<file path="config.mk">
export PLATFORM = sky130hd
export DESIGN_NAME = pls_dev_end_flat
export DESIGN_NICKNAME = d
export VERILOG_FILES = /design/src/design/pls_pkg.sv /design/src/design/pls_link_if.sv /design/src/design/pls_lane_pol.sv /design/src/design/pls_dev_end.sv /design/src/flat_wrapper.sv
export SDC_FILE = /design/constraint.sdc
export NUM_CORES = 1
export LEC_CHECK = 0
export ABC_AREA = 0
export BUFFER_PORTS_ARGS = -buffer_cell sky130_fd_sc_hd__buf_2
export CAP_MARGIN = 20
export CORE_MARGIN = 4
export CORE_UTILIZATION = 45
export CTS_CLUSTER_DIAMETER = 80
export DETAILED_ROUTE_END_ITERATION = 12
export GPL_ROUTABILITY_DRIVEN = 0
export MAX_ROUTING_LAYER = met4
export PLACE_DENSITY = 0.7
export SYNTH_ARGS = -nofsm -noshare
export SYNTH_HDL_FRONTEND = slang
export SYNTH_SLANG_ARGS = --single-unit
</file>
<file path="constraint.sdc">
create_clock -name core_clk_in -period 6.2 [get_ports core_clk_in]
set_clock_uncertainty 0.15 [all_clocks]
set_input_delay 1.24 -clock core_clk_in [delete_from_list [all_inputs] [get_ports core_clk_in]]
set_output_delay 1.24 -clock core_clk_in [all_outputs]
set_load 0.005 [all_outputs]
</file>
<file path="src/design/pls_pkg.sv">
// Shared constants, types and helpers for the link speed and polarity logic
package pls_pkg;
    // Lanes bound to one port; a pair of ports merges into an eight-lane port
    localparam int LANES = 4;
    localparam int LANES_MERGED = 8;
    // Width reporting codes
    localparam logic [5:0] WIDTH_X1 = 6'h01;
    localparam logic [5:0] WIDTH_X4 = 6'h04;
    // Speed field encodings: 2.5 Gbps and 5.0 Gbps
    localparam logic [3:0] SPEED_GEN1 = 4'h1;
    localparam logic [3:0] SPEED_GEN2 = 4'h2;
    // Target speed after reset
    localparam logic [3:0] TARGET_SPEED_RST = SPEED_GEN2;
    // Link clock: toggles after four core cycles, so one period is eight cycles
    localparam logic [1:0] LINK_HALF_LAST = 2'h3;
    // Timing counts in link clock ticks
    localparam logic [8:0] TRAIN_LAST = 9'h17f;
    localparam logic [8:0] SPD_MIN = 9'h004;
    localparam logic [8:0] SPD_TIMEOUT_LAST = 9'h03f;
    // Training set symbols
    localparam logic [7:0] SYM_COM = 8'hbc;
    localparam logic [7:0] SYM_PAD = 8'h00;
    localparam logic [7:0] TS1_ID = 8'h4a;
    localparam logic [7:0] TS2_ID = 8'h45;
    localparam logic [3:0] POL_FIRST_SYM = 4'h6;

    // Port side training state
    typedef enum logic [3:0] {
        DS_DETECT = 4'b0001,
        DS_TRAIN = 4'b0010,
        DS_L0 = 4'b0100,
        DS_SPEED = 4'b1000
    } pls_dev_state_t;

    // What started a speed change
    typedef enum logic [3:0] {
        CS_INIT = 4'b0001,
        CS_SW = 4'b0010,
        CS_PEER = 4'b0100,
        CS_AUTO = 4'b1000
    } pls_cause_t;

    // Partner side state
    typedef enum logic [2:0] {
        PS_DOWN = 3'b001,
        PS_UP = 3'b010,
        PS_REQ = 3'b100
    } pls_ptr_state_t;

    // Partner pins as seen by the port
    typedef struct packed {
        logic up;
        logic spd_req;
        logic req_gen2;
        logic auto_chg;
        logic adv_gen2;
        logic rate_gen2;
        logic frame;
        logic [LANES-1:0] pos;
        logic [LANES-1:0] neg;
    } pls_ptr_bus_t;

    // Port pins as seen by the partner
    typedef struct packed {
        logic detect;
        logic l0;
        logic spd_req;
        logic req_gen2;
        logic adv_gen2;
        logic auto_chg;
    } pls_dev_bus_t;

    // Symbol sent at a given position of a training set
    function automatic logic [7:0] ts_symbol(input logic [3:0] idx);
        if (idx == 4'h0)
        begin
            return SYM_COM;
        end
        else if (idx < POL_FIRST_SYM)
        begin
            return SYM_PAD;
        end
        return TS1_ID;
    endfunction
endpackage

</file>
<file path="src/design/pls_link_if.sv">
// Link between the switch port and its partner
interface pls_link_if;
    logic link_clk; // Made by the port
    logic dev_detect; // Port is in Detect
    logic dev_l0; // Port is in L0
    logic dev_spd_req; // Port runs a speed change
    logic dev_req_gen2; // Rate asked for by the port
    logic dev_adv_gen2; // Port advertises 5.0 Gbps
    logic dev_auto_chg; // Autonomous change bit sent by the port
    logic ptr_up; // Partner present and training
    logic ptr_spd_req; // Partner asks for a speed change
    logic ptr_req_gen2; // Rate asked for by the partner
    logic ptr_auto_chg; // Partner request is autonomous
    logic ptr_adv_gen2; // Partner advertises 5.0 Gbps
    logic ptr_rate_gen2; // Partner running at 5.0 Gbps
    logic rx_frame; // First bit of a training set
    logic [pls_pkg::LANES-1:0] rx_lane_pos; // Receive lanes, true leg
    logic [pls_pkg::LANES-1:0] rx_lane_neg; // Receive lanes, complement leg

    modport dev (
        output link_clk, dev_detect, dev_l0, dev_spd_req, dev_req_gen2, dev_adv_gen2, dev_auto_chg,
        input ptr_up, ptr_spd_req, ptr_req_gen2, ptr_auto_chg, ptr_adv_gen2, ptr_rate_gen2,
        input rx_frame, rx_lane_pos, rx_lane_neg
    );
    modport ptr (
        input link_clk, dev_detect, dev_l0, dev_spd_req, dev_req_gen2, dev_adv_gen2, dev_auto_chg,
        output ptr_up, ptr_spd_req, ptr_req_gen2, ptr_auto_chg, ptr_adv_gen2, ptr_rate_gen2,
        output rx_frame, rx_lane_pos, rx_lane_neg
    );
endinterface

</file>
<file path="src/design/pls_lane_pol.sv">
// One receive lane: polarity detection on training sets and data correction
module pls_lane_pol (
    input wire logic core_clk_in,
    input wire logic rst_in,
    input wire logic tick_in,
    input wire logic bit_in,
    input wire logic frame_in,
    input wire logic train_in,
    input wire logic clear_in,
    output logic inverted_out,
    output logic data_out
);
    import pls_pkg::*;

    // All lane state
    typedef struct packed {
        logic [7:0] sh; // Symbol shifter, first bit lands highest
        logic [2:0] bcnt; // Bit within symbol
        logic [3:0] scnt; // Symbol within training set
        logic inv; // Lane inverted
        logic dat; // Corrected bit
    } pls_lane_t;

    pls_lane_t r;
    pls_lane_t nx;

    // Next state
    always_comb
    begin
        logic [7:0] sym;
        sym = {r.sh[6:0], bit_in};
        nx = r;
        if (clear_in)
        begin
            nx.inv = 1'b0;
        end
        else if (tick_in)
        begin
            nx.sh = sym;
            nx.dat = bit_in ^ r.inv;
            if (frame_in)
            begin
                // Frame marks bit 0 of symbol 0
                nx.bcnt = 3'h1;
                nx.scnt = 4'h0;
            end
            else
            begin
                nx.bcnt = r.bcnt + 3'h1;
                if (r.bcnt == 3'h7)
                begin
                    nx.scnt = r.scnt + 4'h1;
                    // Symbols 6 up to 15 hold only the set identifier
                    if (train_in && r.scnt >= POL_FIRST_SYM)
                    begin
                        if (sym == ~TS1_ID || sym == ~TS2_ID)
                        begin
                            nx.inv = 1'b1;
                        end
                        else if (sym == TS1_ID || sym == TS2_ID)
                        begin
                            nx.inv = 1'b0;
                        end
                    end
                end
            end
        end
    end

    // State register
    always_ff @(posedge core_clk_in or posedge rst_in)
    begin
        if (rst_in)
        begin
            r <= '0;
        end
        else
        begin
            r <= nx;
        end
    end

    assign inverted_out = r.inv;
    assign data_out = r.dat;
endmodule // pls_lane_pol

</file>
<file path="src/design/pls_dev_end.sv">
// Switch downstream port: polarity per lane and Gen1/Gen2 speed negotiation
module pls_dev_end (
    input wire logic core_clk_in,
    input wire logic rst_in,
    pls_link_if.dev link,
    input wire logic target_speed_wr_in,
    input wire logic [3:0] target_speed_data_in,
    input wire logic cfg_load_in,
    input wire logic [3:0] cfg_target_speed_in,
    input wire logic retrain_request_bit_in,
    input wire logic bw_mgmt_irq_enable_in,
    input wire logic bw_flag_clear_in,
    input wire logic abw_flag_clear_in,
    output logic [3:0] target_speed_field_out,
    output logic [3:0] current_speed_field_out,
    output logic bw_mgmt_status_flag_out,
    output logic autonomous_bw_status_flag_out,
    output logic bw_notify_out,
    output logic full_retrain_out,
    output logic link_up_out,
    output logic [5:0] link_width_out,
    output logic [pls_pkg::LANES-1:0] lane_inverted_out,
    output logic [pls_pkg::LANES-1:0] rx_data_out
);
    import pls_pkg::*;

    // All port state
    typedef struct packed {
        logic [1:0] div; // Link clock divider
        logic lclk; // Link clock level
        pls_ptr_bus_t s1; // First sync stage, read only by s2
        pls_ptr_bus_t s2; // Second sync stage
        pls_dev_state_t st; // Training state
        logic [8:0] cnt; // Ticks in state
        logic rate2; // Running at 5.0 Gbps
        logic req2; // Rate asked for in a speed change
        pls_cause_t cause; // Origin of the running speed change
        logic [3:0] tgt; // Target speed field
        logic init_pend; // Automatic first upgrade still owed
        logic rtr; // Software retrain pending
        logic bw; // Bandwidth management flag
        logic abw; // Autonomous bandwidth flag
        logic notify; // Notification level
        logic full; // Full retrain pulse
        logic [5:0] width; // Reported width
    } pls_dev_t;

    pls_dev_t r;
    pls_dev_t nx;
    pls_ptr_bus_t pins; // Raw partner pins
    logic tick; // Link clock rising
    logic tgt_gen2; // Target asks for 5.0 Gbps
    logic [LANES-1:0] lane_inv; // Per-lane inversion
    logic [LANES-1:0] lane_dat; // Per-lane corrected data

    assign pins = '{up: link.ptr_up, spd_req: link.ptr_spd_req, req_gen2: link.ptr_req_gen2,
                    auto_chg: link.ptr_auto_chg, adv_gen2: link.ptr_adv_gen2,
                    rate_gen2: link.ptr_rate_gen2, frame: link.rx_frame,
                    pos: link.rx_lane_pos, neg: link.rx_lane_neg};
    assign tick = (r.div == LINK_HALF_LAST) && !r.lclk;
    assign tgt_gen2 = (r.tgt == SPEED_GEN2);

    // Lanes sample only while the pair is driven apart; equal legs mean idle
    for (genvar i = 0; i < LANES; i++)
    begin : g_lane
        pls_lane_pol u_lane (
            .core_clk_in(core_clk_in),
            .rst_in(rst_in),
            .tick_in(tick && (r.s2.pos[i] ^ r.s2.neg[i])),
            .bit_in(r.s2.pos[i]),
            .frame_in(r.s2.frame),
            .train_in(r.st == DS_TRAIN),
            .clear_in(r.st == DS_DETECT),
            .inverted_out(lane_inv[i]),
            .data_out(lane_dat[i])
        );
    end

    // Next state
    always_comb
    begin
        logic bw_set;
        logic abw_set;
        bw_set = 1'b0;
        abw_set = 1'b0;
        nx = r;
        nx.s1 = pins;
        nx.s2 = r.s1;
        nx.full = 1'b0;
        nx.div = r.div + 2'h1;
        if (r.div == LINK_HALF_LAST)
        begin
            nx.lclk = ~r.lclk;
        end
        // Serial load wins over a software write in the same cycle
        if (cfg_load_in)
        begin
            nx.tgt = cfg_target_speed_in;
        end
        else if (target_speed_wr_in)
        begin
            nx.tgt = target_speed_data_in;
        end
        if (tick)
        begin
            nx.cnt = r.cnt + 9'h001;
            unique case (r.st)
                DS_DETECT:
                begin
                    // Every full training restarts at 2.5 Gbps
                    nx.rate2 = 1'b0;
                    nx.init_pend = 1'b1;
                    nx.cnt = 9'h000;
                    if (r.s2.up)
                    begin
                        nx.st = DS_TRAIN;
                        nx.full = 1'b1;
                    end
                end
                DS_TRAIN:
                begin
                    if (!r.s2.up)
                    begin
                        nx.st = DS_DETECT;
                    end
                    else if (r.cnt == TRAIN_LAST)
                    begin
                        nx.st = DS_L0;
                        nx.cnt = 9'h000;
                    end
                end
                DS_L0:
                begin
                    nx.cnt = 9'h000;
                    if (!r.s2.up)
                    begin
                        nx.st = DS_DETECT;
                    end
                    else if (r.s2.spd_req)
                    begin
                        // Partner requests are honoured even after a failed upgrade
                        nx.st = DS_SPEED;
                        nx.req2 = r.s2.req_gen2 && tgt_gen2;
                        nx.cause = r.s2.auto_chg ? CS_AUTO : CS_PEER;
                    end
                    else if (r.rtr)
                    begin
                        // Directed change, taken on a pending software retrain request
                        nx.st = DS_SPEED;
                        nx.rtr = 1'b0;
                        nx.req2 = tgt_gen2 && r.s2.adv_gen2;
                        nx.cause = CS_SW;
                    end
                    else if (r.init_pend && tgt_gen2 && r.s2.adv_gen2 && !r.rate2)
                    begin
                        // One automatic attempt per full training, no retry
                        nx.st = DS_SPEED;
                        nx.init_pend = 1'b0;
                        nx.req2 = 1'b1;
                        nx.cause = CS_INIT;
                    end
                end
                DS_SPEED:
                begin
                    if (!r.s2.up)
                    begin
                        nx.st = DS_DETECT;
                    end
                    else if (r.s2.rate_gen2 == r.req2 && r.cnt >= SPD_MIN)
                    begin
                        // Minimum dwell lets the partner see the request
                        nx.st = DS_L0;
                        nx.rate2 = r.req2;
                        if (r.req2 != r.rate2)
                        begin
                            bw_set = (r.cause == CS_SW) || (r.cause == CS_PEER);
                            abw_set = (r.cause == CS_AUTO);
                            // CS_INIT sets neither flag
                        end
                    end
                    else if (r.cnt == SPD_TIMEOUT_LAST)
                    begin
                        // Partner never matched: keep the prior rate
                        nx.st = DS_L0;
                    end
                end
            endcase
        end
        if (retrain_request_bit_in)
        begin
            nx.rtr = 1'b1;
        end
        // Hardware set wins over a clear in the same cycle
        nx.bw = bw_set || (r.bw && !bw_flag_clear_in);
        nx.abw = abw_set || (r.abw && !abw_flag_clear_in);
        nx.notify = nx.bw && bw_mgmt_irq_enable_in;
        nx.width = (nx.st == DS_L0 || nx.st == DS_SPEED) ? WIDTH_X4 : WIDTH_X1;
    end

    // State register
    always_ff @(posedge core_clk_in or posedge rst_in)
    begin
        if (rst_in)
        begin
            r <= '{st: DS_DETECT, cause: CS_INIT, tgt: TARGET_SPEED_RST, width: WIDTH_X1,
                   default: '0};
        end
        else
        begin
            r <= nx;
        end
    end

    // Link side; no transmit lane path exists, so nothing is ever inverted outbound
    assign link.link_clk = r.lclk;
    assign link.dev_detect = (r.st == DS_DETECT);
    assign link.dev_l0 = (r.st == DS_L0);
    assign link.dev_spd_req = (r.st == DS_SPEED);
    assign link.dev_req_gen2 = r.req2;
    assign link.dev_adv_gen2 = tgt_gen2;
    assign link.dev_auto_chg = 1'b0;

    // User side
    assign target_speed_field_out = r.tgt;
    assign current_speed_field_out = r.rate2 ? SPEED_GEN2 : SPEED_GEN1;
    assign bw_mgmt_status_flag_out = r.bw;
    assign autonomous_bw_status_flag_out = r.abw;
    assign bw_notify_out = r.notify;
    assign full_retrain_out = r.full;
    assign link_up_out = (r.st == DS_L0) || (r.st == DS_SPEED);
    assign link_width_out = r.width;
    assign lane_inverted_out = lane_inv;
    assign rx_data_out = lane_dat;
endmodule // pls_dev_end

</file>
<file path="src/flat_wrapper.sv">
// flat-port wrapper written by rule: the top's interface ports become plain ports
module pls_dev_end_flat import pls_pkg::*;
  (core_clk_in, rst_in, target_speed_wr_in, target_speed_data_in, cfg_load_in, cfg_target_speed_in, retrain_request_bit_in, bw_mgmt_irq_enable_in, bw_flag_clear_in, abw_flag_clear_in, target_speed_field_out, current_speed_field_out, bw_mgmt_status_flag_out, autonomous_bw_status_flag_out, bw_notify_out, full_retrain_out, link_up_out, link_width_out, lane_inverted_out, rx_data_out, link_link_clk, link_dev_detect, link_dev_l0, link_dev_spd_req, link_dev_req_gen2, link_dev_adv_gen2, link_dev_auto_chg, link_ptr_up, link_ptr_spd_req, link_ptr_req_gen2, link_ptr_auto_chg, link_ptr_adv_gen2, link_ptr_rate_gen2, link_rx_frame, link_rx_lane_pos, link_rx_lane_neg);
  pls_link_if link_i ();
  input wire logic core_clk_in;
  input wire logic rst_in;
  input wire logic target_speed_wr_in;
  input wire logic [3:0] target_speed_data_in;
  input wire logic cfg_load_in;
  input wire logic [3:0] cfg_target_speed_in;
  input wire logic retrain_request_bit_in;
  input wire logic bw_mgmt_irq_enable_in;
  input wire logic bw_flag_clear_in;
  input wire logic abw_flag_clear_in;
  output logic [3:0] target_speed_field_out;
  output logic [3:0] current_speed_field_out;
  output logic bw_mgmt_status_flag_out;
  output logic autonomous_bw_status_flag_out;
  output logic bw_notify_out;
  output logic full_retrain_out;
  output logic link_up_out;
  output logic [5:0] link_width_out;
  output logic [pls_pkg::LANES-1:0] lane_inverted_out;
  output logic [pls_pkg::LANES-1:0] rx_data_out;
  output wire logic [$bits(link_i.link_clk)-1:0] link_link_clk;
  output wire logic [$bits(link_i.dev_detect)-1:0] link_dev_detect;
  output wire logic [$bits(link_i.dev_l0)-1:0] link_dev_l0;
  output wire logic [$bits(link_i.dev_spd_req)-1:0] link_dev_spd_req;
  output wire logic [$bits(link_i.dev_req_gen2)-1:0] link_dev_req_gen2;
  output wire logic [$bits(link_i.dev_adv_gen2)-1:0] link_dev_adv_gen2;
  output wire logic [$bits(link_i.dev_auto_chg)-1:0] link_dev_auto_chg;
  input wire logic [$bits(link_i.ptr_up)-1:0] link_ptr_up;
  input wire logic [$bits(link_i.ptr_spd_req)-1:0] link_ptr_spd_req;
  input wire logic [$bits(link_i.ptr_req_gen2)-1:0] link_ptr_req_gen2;
  input wire logic [$bits(link_i.ptr_auto_chg)-1:0] link_ptr_auto_chg;
  input wire logic [$bits(link_i.ptr_adv_gen2)-1:0] link_ptr_adv_gen2;
  input wire logic [$bits(link_i.ptr_rate_gen2)-1:0] link_ptr_rate_gen2;
  input wire logic [$bits(link_i.rx_frame)-1:0] link_rx_frame;
  input wire logic [$bits(link_i.rx_lane_pos)-1:0] link_rx_lane_pos;
  input wire logic [$bits(link_i.rx_lane_neg)-1:0] link_rx_lane_neg;
  assign link_link_clk = link_i.link_clk;
  assign link_dev_detect = link_i.dev_detect;
  assign link_dev_l0 = link_i.dev_l0;
  assign link_dev_spd_req = link_i.dev_spd_req;
  assign link_dev_req_gen2 = link_i.dev_req_gen2;
  assign link_dev_adv_gen2 = link_i.dev_adv_gen2;
  assign link_dev_auto_chg = link_i.dev_auto_chg;
  assign link_i.ptr_up = link_ptr_up;
  assign link_i.ptr_spd_req = link_ptr_spd_req;
  assign link_i.ptr_req_gen2 = link_ptr_req_gen2;
  assign link_i.ptr_auto_chg = link_ptr_auto_chg;
  assign link_i.ptr_adv_gen2 = link_ptr_adv_gen2;
  assign link_i.ptr_rate_gen2 = link_ptr_rate_gen2;
  assign link_i.rx_frame = link_rx_frame;
  assign link_i.rx_lane_pos = link_rx_lane_pos;
  assign link_i.rx_lane_neg = link_rx_lane_neg;
  pls_dev_end u_core (.core_clk_in(core_clk_in), .rst_in(rst_in), .link(link_i), .target_speed_wr_in(target_speed_wr_in), .target_speed_data_in(target_speed_data_in), .cfg_load_in(cfg_load_in), .cfg_target_speed_in(cfg_target_speed_in), .retrain_request_bit_in(retrain_request_bit_in), .bw_mgmt_irq_enable_in(bw_mgmt_irq_enable_in), .bw_flag_clear_in(bw_flag_clear_in), .abw_flag_clear_in(abw_flag_clear_in), .target_speed_field_out(target_speed_field_out), .current_speed_field_out(current_speed_field_out), .bw_mgmt_status_flag_out(bw_mgmt_status_flag_out), .autonomous_bw_status_flag_out(autonomous_bw_status_flag_out), .bw_notify_out(bw_notify_out), .full_retrain_out(full_retrain_out), .link_up_out(link_up_out), .link_width_out(link_width_out), .lane_inverted_out(lane_inverted_out), .rx_data_out(rx_data_out));
endmodule
</file>
==> qor.csv, run 1 <==
stage;metric;value;unit
worst_setup_path;Crit Path Max Fanout;10;
die;IO Pins;65;
sta;crit share post-route;0.570;
global_routing;GRT Overall Usage;0.166;
yosys;post-synth top area cell;dfrtp_1;
detailed_routing;Routed Antenna Nets;0;
yosys;syn_area_per_cell;9.94;um^2
worst_setup_path;Worst setup EP type;primary output;
power;Max IR drop VDD;182;uV
sta;final worst slack;2.66;ns
global_routing;M2 GR Usage;0.266;
yosys;Post-Synthesis Cells;605;
die;Initial Utilization;0.469;
clock_tree;cts bufs inserted;17;
die;width of the die;124;um
place;Setup WS pre-CTS;3.09;ns
worst_setup_path;Setup CP Type;reg2out;
finish;n_diodes;0;
global_routing;met3 usage;0.0332;
clock_tree;Clk Tree Root Cell;clkbuf_16;
detailed_routing;routed len/inst;13.6;um
yosys;Synth cell types;62;
sta;Tmin final;3.54;ns
global_routing;pin count of the biggest net entering global routing;70;
clock_tree;htree depth;4;
sta;Final setup viols;0;
power;LEAKAGE;3.27;nW
yosys;Yosys warning count;0;
sta;Final Hold Viols;0;
global_routing;gr ovfl total;0;
global_routing;vias in the first global route;4223;
worst_setup_path;CP Data Arrival Time;2.15;ns
sta;RSZ-0062 raised after global routing;false;
clock_tree;CTS Sinks;128;
die;num rows;41;
yosys;fraction of registers with async set/reset;1.00;
sta;relative slew slack;0.461;
finish;fill cell count;1144;
clock_tree;Post-CTS Setup Bufs;0;
yosys;Synth area leaders;dfrtp_1, nand2_1, ha_1;
detailed_routing;initial drt markers;314;
power;P per Cell Area;324;nW/um^2
yosys;Post-synth EDFFs;0;
outcome;outcome;completed;
yosys;most frequent cell after synthesis;nand2_1;
detailed_routing;DR DRC count;0;
yosys;synth cell count leaders;nand2_1, dfrtp_1, o21ai_0;
sta;Worst Tran Pin Value;0.809;ns
global_routing;first-pass GRT wire length;19700;um
global_routing;met1 usage;0.207;
global_routing;GRT busiest layer;met2;
place;post-DP HPWL;7770;um
place;Port-buffer cells;57;
clock_tree;Max Root-Sink Buffers;2;
clock_tree;hold buffers post-CTS;0;
die;Core Area;12800;um^2
detailed_routing;First-pass DRT Iterations;5;
clock_tree;post-cts sizing count;0;
sta;final slew viol count;0;
clock_tree;TritonCTS clock tree;yes;
finish;fraction of layout cells with a size suffix above 1;0.180;
yosys;Synth Flop Type;dfrtp_1;
min_path;Worst Hold Class;reg2reg;
yosys;Synth top area share;0.516;
worst_setup_path;crit-path cells;or4b_1 -> inv_8 -> buf_2;
worst_setup_path;Crit-path slowest cell;or4b_1;
die;Die Ht;124;um
yosys;Mapped Area;6010;um^2
run;Max-Cap Viols;0;
sta;Max Freq;283;MHz
clock_tree;clock slew at reported path FFs;0.05;ns
detailed_routing;DR vias;4416;
global_routing;initial antenna violation count;0;
yosys;sequential element share of the synthesized area;0.533;
sta;TNS Setup;0;ns
worst_setup_path;Req. time, crit path;4.81;ns
detailed_routing;Via-to-Cell Ratio;5.28;
worst_setup_path;crit-path max cell delay;0.79;ns
detailed_routing;final wirelength;11400;um
finish;area grow syn2layout;14.7;%
sta;hold slack;0.196;ns
die;die area;15300;um^2
yosys;flops & latches, synth;128;
finish;Layout Nets;702;
worst_setup_path;CP Launch Type;register;
clock_tree;clk_lat worst skew;0.41;ns
-- report_power, final --
group / switching (mW) / internal, mW / total [mW]
clock network: 0.362 / 0.653 / 1.01
registers: 0.0751 / 0.917 / 0.992
logic: 0.125 / 0.100 / 0.225
-- final timing paths --
kind	from	end	slack [ns]	depth (start not counted)
min in group asynchronous	rst_in	u_core.nx[44]$_DFF_PP0_	0.84	2
hold reg to reg	u_core.nx[37]$_DFF_PP0_	u_core.r[37]$_DFF_PP0_	0.20	0
max in group asynchronous	rst_in	u_core.g_lane[0].u_lane.r[6]$_DFFE_PP0P_	3.79	3
setup / recovery	u_core.r[31]$_DFF_PP1_	link_dev_detect	2.66	3
setup reg to reg	u_core.r[34]$_DFF_PP0_	u_core.g_lane[2].u_lane.r[4]$_DFFE_PP0P_	3.76	5
hold / removal	u_core.nx[37]$_DFF_PP0_	u_core.r[37]$_DFF_PP0_	0.20	0
-- critical path, delay by kind of cell (launching register included) --
| family | cells | cell delay (ns) |
|---|---|---|
| flops | 1 | 0.58 |
| buf+inv | 2 | 0.36 |
| simple gates | 1 | 0.79 |
-- routing by layer --
| layer | routed length (um) | vias to the layer above | share of wire |
|---|---|---|---|
| met5 | 0 | - | 0 |
| met4 | 178 | 0 | 0.016 |
| met3 | 513 | 15 | 0.045 |
| met2 | 5630 | 99 | 0.50 |
| met1 | 5030 | 2140 | 0.44 |
| li1 | - | 2162 | - |
-- metrics by stage --
stage	instance area [um^2]	power [mW]	utilization	std cells
5_1_grt	6900	2.34	0.538	837
2_1_floorplan	6040	1.17	-	611
4_1_cts	6900	2.25	0.538	837
3_3_place_gp	6280	1.21	0.490	805
3_5_place_dp	6280	1.23	0.490	805
6_report	6900	2.23	0.538	837
-- cell families after synthesis --
family | count (synthesis) | share of synthesized area
flops | 128 | 0.534
compound gates | 114 | 0.113
fa+ha+maj | 19 | 0.0395
other cells | 1 | 0.000624
simple gates | 266 | 0.223
mux | 6 | 0.0104
xor+xnor | 15 | 0.0218
buf+inv | 56 | 0.0585
-- state kept, by name, indices dropped and copies added, names as in the netlist --
signal	flops
u_core.link_width_out	2
u_core.g_lane.u_lane.inverted_out	4
u_core.g_lane.u_lane.r	56
u_core.g_lane.u_lane.data_out	4
u_core.bw_notify_out	1
u_core.target_speed_field_out	4
u_core.r	37
u_core.bw_mgmt_status_flag_out	1
u_core.link.dev_req_gen2	1
u_core.nx	15
u_core.full_retrain_out	1
u_core.link.link_clk	1
u_core.autonomous_bw_status_flag_out	1
-- area by class of cell --
type                    instances  area [um^2]  share of cell area
flip-flops and latches        128         3210               0.465
multi-input cells             427         2480               0.359
clock buffers                  19          453              0.0657
repair buffers                 59          300              0.0435
well taps                     172          215              0.0312
clock inverters                13          161              0.0234
inverters                      19         81.3              0.0118
-- placed cells by master, fill, tap and decap left out, types with 3 or more instances in the layout --
master / n
mux2i_1: 4
inv_1: 15
o22ai_1: 5
xnor2_1: 8
a21o_1: 5
clkinv_2: 3
nand3_2: 4
bufinv_16: 3
or4b_2: 3
nand4b_1: 5
clkinvlp_4: 4
xor2_1: 7
clkbuf_16: 17
dfrtp_1: 124
nand3b_1: 4
nor2_2: 3
nor3b_1: 4
nor3_1: 17
nand3_1: 9
o21ai_0: 45
nor4bb_1: 7
o21ai_1: 7
dfstp_2: 4
nand2_1: 151
buf_2: 57
nand2b_1: 11
a21oi_1: 26
nor4_1: 5
ha_1: 19
nor2_1: 23
nand4_1: 4
o21a_1: 7
conb_1: 7
o31ai_1: 3
(Power assumes the default switching activity.)
==> run 2, diff against run 1 <==
--- a/config.mk
+++ b/config.mk
@@ -5,7 +5,7 @@
 export SDC_FILE = /design/constraint.sdc
 export NUM_CORES = 1
 export LEC_CHECK = 0
-export ABC_AREA = 0
+export ABC_AREA = 1
 export BUFFER_PORTS_ARGS = -buffer_cell sky130_fd_sc_hd__buf_2
 export CAP_MARGIN = 20
 export CORE_MARGIN = 4
@@ -14,7 +14,7 @@
 export DETAILED_ROUTE_END_ITERATION = 12
 export GPL_ROUTABILITY_DRIVEN = 0
 export MAX_ROUTING_LAYER = met4
-export PLACE_DENSITY = 0.7
+export PLACE_DENSITY = 0.72
 export SYNTH_ARGS = -nofsm -noshare
 export SYNTH_HDL_FRONTEND = slang
 export SYNTH_SLANG_ARGS = --single-unit
==> constraint.sdc (replaced) <==
create_clock -name core_clk_in -period 3.03 [get_ports core_clk_in]
set_clock_uncertainty 0.15 [all_clocks]
set_input_delay 0.606 -clock core_clk_in [delete_from_list [all_inputs] [get_ports core_clk_in]]
set_output_delay 0.606 -clock core_clk_in [all_outputs]
set_load 0.005 [all_outputs]
==> run 2 against run 1 <==
Non-clock buffer count up 4. Critical endpoint is now link_dev_l0. Global-route usage up 1.5 points. Critical path type unchanged. Critical path depth up 1. Total power up 100%. Die area down 0.43%. Final cell count up 6.9%. Final area up 1.0%. Flip-flop and latch count unchanged.
==> qor.csv, run 2 <==
stage;metric;value;unit;change
clock_tree;Post-CTS Setup Bufs;0;;unchanged
sta;relative slew slack;0.486;;was 0.461
yosys;synth cell count leaders;nand2_1, dfrtp_1, inv_1;;was nand2_1, dfrtp_1, o21ai_0
place;area post-placement;6380;um^2;was 6280 um^2
yosys;Synth area leaders;dfrtp_1, nand2_1, o21ai_0;;was dfrtp_1, nand2_1, ha_1
yosys;most frequent cell after synthesis;nand2_1;;unchanged
sta;hold slack;0.136;ns;was 0.196 ns
worst_setup_path;Worst setup EP type;primary output;;unchanged
yosys;sequential element share of the synthesized area;0.536;;was 0.533
die;width of the die;123;um;was 124 um
clock_tree;TritonCTS clock tree;yes;;unchanged
global_routing;first-pass GRT wire length;20900;um;was 19700 um
clock_tree;post-cts sizing count;0;;unchanged
outcome;outcome;completed;;unchanged
yosys;Synth cell types;42;;was 62
detailed_routing;initial drt markers;343;;was 314
yosys;Synth Area in XOR/XNOR;0.0219;;was 0.0218
yosys;Post-Synthesis Cells;654;;was 605
power;LEAKAGE;3.33;nW;was 3.27 nW
finish;fill cell count;1141;;was 1144
worst_setup_path;Req. time, crit path;2.27;ns;was 4.81 ns
detailed_routing;DR DRC count;0;;unchanged
yosys;area share of fa/ha/maj cells after synthesis;0.0397;;was 0.0395
global_routing;pin count of the biggest net entering global routing;35;;was 70
yosys;syn_area_per_cell;9.15;um^2;was 9.94 um^2
clock_tree;CTS Sinks;128;;unchanged
yosys;Mapped Area;5990;um^2;was 6010 um^2
die;Core Area;12800;um^2;unchanged
place;Setup WS pre-CTS;0.713;ns;was 3.09 ns
global_routing;gr ovfl total;0;;unchanged
finish;area grow syn2layout;16.4;%;was 14.7%
yosys;Yosys warning count;0;;unchanged
worst_setup_path;CP Data Arrival Time;1.63;ns;was 2.15 ns
sta;RSZ-0062 raised after global routing;false;;unchanged
sta;final slew viol count;0;;unchanged
clock_tree;Clk Tree Root Cell;clkbuf_16;;unchanged
finish;Post-Layout Cell Count;895;;was 837
finish;most common cell after layout, fill and taps aside;nand2_1;;unchanged
finish;most frequent cells in the layout;nand2_1, dfrtp_1, inv_1, o21ai_0, buf_2;;was nand2_1, dfrtp_1, buf_2, o21ai_0, a21oi_1
sta;final worst slack;0.646;ns;was 2.66 ns
worst_setup_path;Setup CP Type;reg2out;;unchanged
clock_tree;htree depth;4;;unchanged
power;Max IR drop VDD;435;uV;was 182 uV
run;Max-Cap Viols;0;;unchanged
min_path;Worst Hold Class;in2reg;;was reg2reg
yosys;Post-synth EDFFs;0;;unchanged
detailed_routing;DR vias;4459;;was 4416
finish;n_diodes;0;;unchanged
clock_tree;Max Root-Sink Buffers;2;;unchanged
worst_setup_path;Crit Path Max Fanout;7;;was 10
clock_tree;hold buffers post-CTS;0;;unchanged
finish;Layout Nets;760;;was 702
sta;Max Freq;420;MHz;
sta;crit share post-route;0.787;;
place;post-DP HPWL;8710;um;was 7770 um
yosys;fraction of registers with async set/reset;1.00;;unchanged
detailed_routing;routed len/inst;13.5;um;was 13.6 um
global_routing;initial antenna violation count;0;;unchanged
yosys;mux cell area share after synthesis;0;;was 0.0104
die;num rows;41;;unchanged
yosys;Synth top area share;0.518;;was 0.516
yosys;compound-cell area share of the yosys netlist;0.101;;was 0.113
die;Die Ht;123;um;was 124 um
worst_setup_path;CP Launch Type;register;;unchanged
finish;Reg with most FFs;u_core.g_lane.u_lane.r;;unchanged
yosys;flops & latches, synth;128;;unchanged
sta;Worst Tran Pin Value;0.769;ns;was 0.809 ns
finish;fraction of layout cells with a size suffix above 1;0.184;;was 0.180
place;Inst Count DP;863;;was 805
yosys;largest family of logic cells by synthesized area;simple AND/OR/NAND/NOR gates;;unchanged
clock_tree;clk_lat worst skew;0.42;ns;was 0.41 ns
finish;core occupancy in the finished layout;0.543;;was 0.538
yosys;Synth Flop Type;dfrtp_1;;unchanged
sta;TNS Setup;0;ns;unchanged
place;Port-buffer cells;57;;unchanged
finish;Final Cell Area;6970;um^2;was 6900 um^2
clock_tree;cts bufs inserted;17;;unchanged
die;Initial Utilization;0.467;;was 0.469
die;die area;15200;um^2;was 15300 um^2
global_routing;vias in the first global route;4584;;was 4223
die;IO Pins;65;;unchanged
power;P per Cell Area;653;nW/um^2;was 324 nW/um^2
yosys;post-synth top area cell;dfrtp_1;;unchanged
detailed_routing;Via-to-Cell Ratio;4.98;;was 5.28
power;Tot Pwr;4.55;mW;was 2.23 mW
sta;Final setup viols;0;;unchanged
finish;max reg flops;56;;unchanged
detailed_routing;final wirelength;12100;um;was 11400 um
sta;Final Hold Viols;0;;unchanged
global_routing;GRT Overall Usage;0.182;;was 0.166
detailed_routing;Routed Antenna Nets;0;;unchanged
sta;Tmin final;2.38;ns;
detailed_routing;First-pass DRT Iterations;5;;unchanged
yosys;simple-gate share of the synthesized area;0.216;;was 0.223
clock_tree;clock slew at reported path FFs;0.06;ns;was 0.05 ns
-- run 2: cell types whose count changed after synthesis, moves of 7 or more --
cell      delta
inv_1       +51
nand2_1     -23
nand2b_1    -11
nand3_1     +37
nand4_1     +12
nor2_1      +22
nor4bb_1     -7
o21a_1       -7
o21ai_0     +15
-- run 2: worst paths after layout --
| kind | start | end | slack [ns] | cells past startpoint |
|---|---|---|---|---|
| worst max-delay path | u_core.r[32]$_DFF_PP0_ | link_dev_l0 | 0.65 | 4 |
| worst min-delay path | link_rx_frame | u_core.nx[43]$_DFF_PP0_ | 0.14 | 1 |
| worst max register to register | u_core.r[66]$_DFF_PP0_ | u_core.g_lane[2].u_lane.r[6]$_DFFE_PP0P_ | 0.69 | 8 |
| worst min register to register | u_core.nx[35]$_DFF_PP0_ | u_core.r[35]$_DFF_PP0_ | 0.20 | 0 |
| max in group asynchronous | rst_in | u_core.link_width_out[0]$_DFF_PP1_ | 1.89 | 3 |
| min in group asynchronous | rst_in | u_core.nx[41]$_DFF_PP0_ | 0.17 | 2 |
-- run 2: per-layer routing --
metal	global-route usage	wire [um]	vias up
li1	-	-	2239
met1	0.223	5340	2128
met2	0.287	6020	81
met3	0.0467	552	11
met4	0.0768	151	0
met5	-	0	-
-- run 2: logic make-up (layout without fill, tap and decap cells) --
kind of cell | count (synthesis) | after routing
AO/OA/AOI/OAI | 108 | 108
XOR/XNOR | 15 | 15
adder cells (fa/ha/maj) | 19 | 19
buffers and inverters | 109 | 172
flip-flops | 128 | 128
other | 1 | 7
AND/OR/NAND/NOR | 274 | 274
-- run 2: power by group --
part           switching (mW)  internal [mW]
combinational           0.318          0.219
clock                   0.745           1.23
sequential              0.147           1.90
-- run 2: cell type report --
cell class              instances  area [um^2]  share of cell area
clock buffers                  18          439              0.0631
well taps                     172          215              0.0309
inverters                      77          300              0.0431
clock inverters                14          141              0.0203
multi-input cells             423         2290               0.329
flip-flops and latches        128         3210               0.461
repair buffers                 63          368              0.0528
-- run 2: critical path: stages (launching register included) --
cell     delay [ns]
dfrtp_1        0.49
nor2_4         0.21
nand3_2        0.20
inv_1          0.17
buf_2          0.13
==> run 3, diff against run 2 <==
--- a/config.mk
+++ b/config.mk
@@ -5,7 +5,7 @@
 export SDC_FILE = /design/constraint.sdc
 export NUM_CORES = 1
 export LEC_CHECK = 0
-export ABC_AREA = 1
+export ABC_AREA = 0
 export BUFFER_PORTS_ARGS = -buffer_cell sky130_fd_sc_hd__buf_2
 export CAP_MARGIN = 20
 export CORE_MARGIN = 4
@@ -14,7 +14,7 @@
 export DETAILED_ROUTE_END_ITERATION = 12
 export GPL_ROUTABILITY_DRIVEN = 0
 export MAX_ROUTING_LAYER = met4
-export PLACE_DENSITY = 0.72
+export PLACE_DENSITY = 0.7
 export SYNTH_ARGS = -nofsm -noshare
 export SYNTH_HDL_FRONTEND = slang
 export SYNTH_SLANG_ARGS = --single-unit
==> constraint.sdc (replaced) <==
create_clock -name core_clk_in -period 2.4 [get_ports core_clk_in]
set_clock_uncertainty 0.15 [all_clocks]
set_input_delay 0.48 -clock core_clk_in [delete_from_list [all_inputs] [get_ports core_clk_in]]
set_output_delay 0.48 -clock core_clk_in [all_outputs]
set_load 0.005 [all_outputs]
==> run 3 against run 2 <==
First-iteration DRC count increased by 5.5%. Sequential power increased by 25%. Combinational power increased by 14%. Critical path depth decreased by 1. Wire length decreased by 2.1%. Flip-flop and latch count unchanged. Global-route usage decreased by 0.73 points.
==> qor.csv, run 3 (synthesis gave the netlist of run 1 again) <==
stage;metric;value;unit;change
die;width of the die;124;um;was 123 um
global_routing;vias in the first global route;4380;;was 4584
power;Tot Pwr;5.81;mW;was 4.55 mW
worst_setup_path;Crit Path Max Fanout;5;;was 7
worst_setup_path;crit-path max cell delay;0.58;ns;was 0.49 ns
clock_tree;cts bufs inserted;17;;unchanged
min_path;Worst Hold Class;in2reg;;unchanged
worst_setup_path;crit-path cells;or4b_4 -> inv_8 -> buf_2;;was nor2_4 -> nand3_2 -> inv_1 -> buf_2
finish;fraction of layout cells with a size suffix above 1;0.190;;was 0.184
worst_setup_path;Worst setup EP type;primary output;;unchanged
detailed_routing;Via-to-Cell Ratio;5.18;;was 4.98
place;Setup WS pre-CTS;0.195;ns;was 0.713 ns
sta;Final setup viols;0;;unchanged
die;Core Area;12800;um^2;unchanged
sta;crit share post-route;0.975;;
place;post-DP HPWL;7990;um;was 8710 um
sta;Worst Tran Pin Value;0.666;ns;was 0.769 ns
finish;area of the multi-input gates;2480;um^2;was 2290 um^2
worst_setup_path;CP Data Arrival Time;1.71;ns;was 1.63 ns
place;Inst Count DP;812;;was 863
clock_tree;CTS Sinks;128;;unchanged
finish;max reg flops;56;;unchanged
clock_tree;clock slew at reported path FFs;0.06;ns;about the same
sta;hold slack;0.0190;ns;was 0.136 ns
finish;area grow syn2layout;16.8;%;was 16.4%
global_routing;first-pass GRT wire length;20300;um;was 20900 um
worst_setup_path;Reg2Reg Depth;6;;was 8
die;Die Ht;124;um;was 123 um
sta;Final Hold Viols;0;;unchanged
worst_setup_path;CP Launch Type;register;;unchanged
detailed_routing;Routed Antenna Nets;0;;unchanged
worst_setup_path;family with the most delay on the worst path;flip-flops;;unchanged
finish;most frequent cells in the layout;nand2_1, dfrtp_1, buf_2, o21ai_0, a21oi_1;;was nand2_1, dfrtp_1, inv_1, o21ai_0, buf_2
detailed_routing;First-pass DRT Iterations;4;;was 5
global_routing;initial antenna violation count;0;;unchanged
place;Port-buffer cells;57;;unchanged
detailed_routing;DR vias;4402;;was 4459
power;P per Cell Area;827;nW/um^2;was 653 nW/um^2
global_routing;GRT Overall Usage;0.174;;was 0.182
clock_tree;TritonCTS clock tree;yes;;unchanged
worst_setup_path;Crit path depth;3;;was 4
sta;Tmin final;2.34;ns;
run;Max-Cap Viols;0;;unchanged
finish;most common cell after layout, fill and taps aside;nand2_1;;unchanged
sta;RSZ-0062 raised after global routing;false;;unchanged
detailed_routing;DR DRC count;0;;unchanged
global_routing;pin count of the biggest net entering global routing;129;;was 35
clock_tree;htree depth;4;;unchanged
outcome;outcome;completed;;unchanged
worst_setup_path;Setup CP Type;reg2out;;unchanged
sta;relative slew slack;0.556;;was 0.486
finish;fill cell count;1164;;was 1141
worst_setup_path;CP bufs+invs;2;;unchanged
detailed_routing;initial drt markers;362;;was 343
worst_setup_path;Crit-path slowest cell;dfstp_2;;was dfrtp_1
power;Max IR drop VDD;491;uV;was 435 uV
die;IO Pins;65;;unchanged
power;LEAKAGE;3.34;nW;was 3.33 nW
clock_tree;Clk Tree Root Cell;clkbuf_16;;unchanged
die;num rows;41;;unchanged
min_path;Cells on Worst Hold Path;1;;unchanged
finish;Layout Nets;715;;was 760
sta;Max Freq;427;MHz;
sta;final slew viol count;0;;unchanged
sta;TNS Setup;0;ns;unchanged
finish;register area;3210;um^2;unchanged
finish;Reg with most FFs;u_core.g_lane.u_lane.r;;unchanged
clock_tree;Max Root-Sink Buffers;2;;unchanged
die;die area;15300;um^2;was 15200 um^2
die;Initial Utilization;0.469;;was 0.467
finish;n_diodes;0;;unchanged
worst_setup_path;Req. time, crit path;1.77;ns;was 2.27 ns
detailed_routing;final wirelength;11800;um;was 12100 um
detailed_routing;routed len/inst;13.9;um;was 13.5 um
clock_tree;clk_lat worst skew;0.42;ns;about the same
global_routing;gr ovfl total;0;;unchanged
finish;Post-Layout Cell Count;850;;was 895
sta;final worst slack;0.0597;ns;was 0.646 ns
## run 3: changes by cell type in the layout (fill, tap and decap cells not counted), moves of 5 or more
cell      previous run  this run
o21ai_0             60        45
nand2b_1             0        11
nor4bb_1             0         7
nand3_1             46         9
nor2_1              45        23
nand4_1             16         4
inv_1               66        15
a21oi_1             20        26
nand4b_1             0         5
o21a_1               0         7
inv_2                8         2
nand2_1            128       151
buf_4                3        10
## run 3: path summary, 6_finish.rpt
path / from / endpoint / slack (ns)
max: u_core.r[31]$_DFF_PP1_ / link_dev_detect / 0.06
max in group asynchronous: rst_in / u_core.link.link_clk$_DFFE_PP0N_ / 1.50
min reg2reg: u_core.nx[39]$_DFF_PP0_ / u_core.r[39]$_DFF_PP0_ / 0.20
min: link_ptr_spd_req / u_core.nx[48]$_DFF_PP0_ / 0.02
min in group asynchronous: rst_in / u_core.nx[45]$_DFF_PP0_ / 0.09
max reg2reg: u_core.r[31]$_DFF_PP1_ / u_core.g_lane[2].u_lane.r[5]$_DFFE_PP0P_ / 0.23
## run 3: timing repair
item,in CTS,in global routing
buffers inserted,2,1
gates cloned,0,0
resized for setup,1,0
endpoints found under the hold margin,4,0
setup endpoints to repair,1,1
hold buffers,4,0
## run 3: through the flow
step | utilization | cell area [um^2]
floorplan | - | 6040
global placement | 0.495 | 6350
detailed placement | 0.495 | 6350
CTS | 0.547 | 7020
global route | 0.548 | 7020
finish | 0.548 | 7020
## run 3: worst register-to-register path: stages, from the launching register on
cell and delay, ns:
dfstp_2 0.58, or4b_4 0.53, buf_4 0.22, nand3_2 0.27, nor3_1 0.09, a21oi_1 0.12
o21ai_0 0.08
## run 3: cell type report
| cell class | count | area share |
|---|---|---|
| Multi-Input combinational cell | 427 | 0.353 |
| Sequential cell | 128 | 0.457 |
| Clock buffer | 22 | 0.0689 |
| Clock inverter | 10 | 0.0189 |
| Timing Repair Buffer | 72 | 0.0599 |
| Inverter | 19 | 0.0118 |
| Tap cell | 172 | 0.0306 |
## run 3: where the power goes
part | switching, mW | total, mW | internal (mW)
Clock | 0.902 | 2.64 | 1.73
Sequential | 0.193 | 2.56 | 2.37
Combinational | 0.333 | 0.612 | 0.279
## run 3: metal layers
layer | vias up | GRT usage | share of wire | wire [um]
met3 | 16 | 0.0454 | 0.037 | 434
met2 | 72 | 0.282 | 0.51 | 6030
li1 | 2174 | - | - | -
met4 | 0 | 0.0713 | 0.017 | 206
met5 | - | - | 0 | 0
met1 | 2140 | 0.209 | 0.43 | 5140
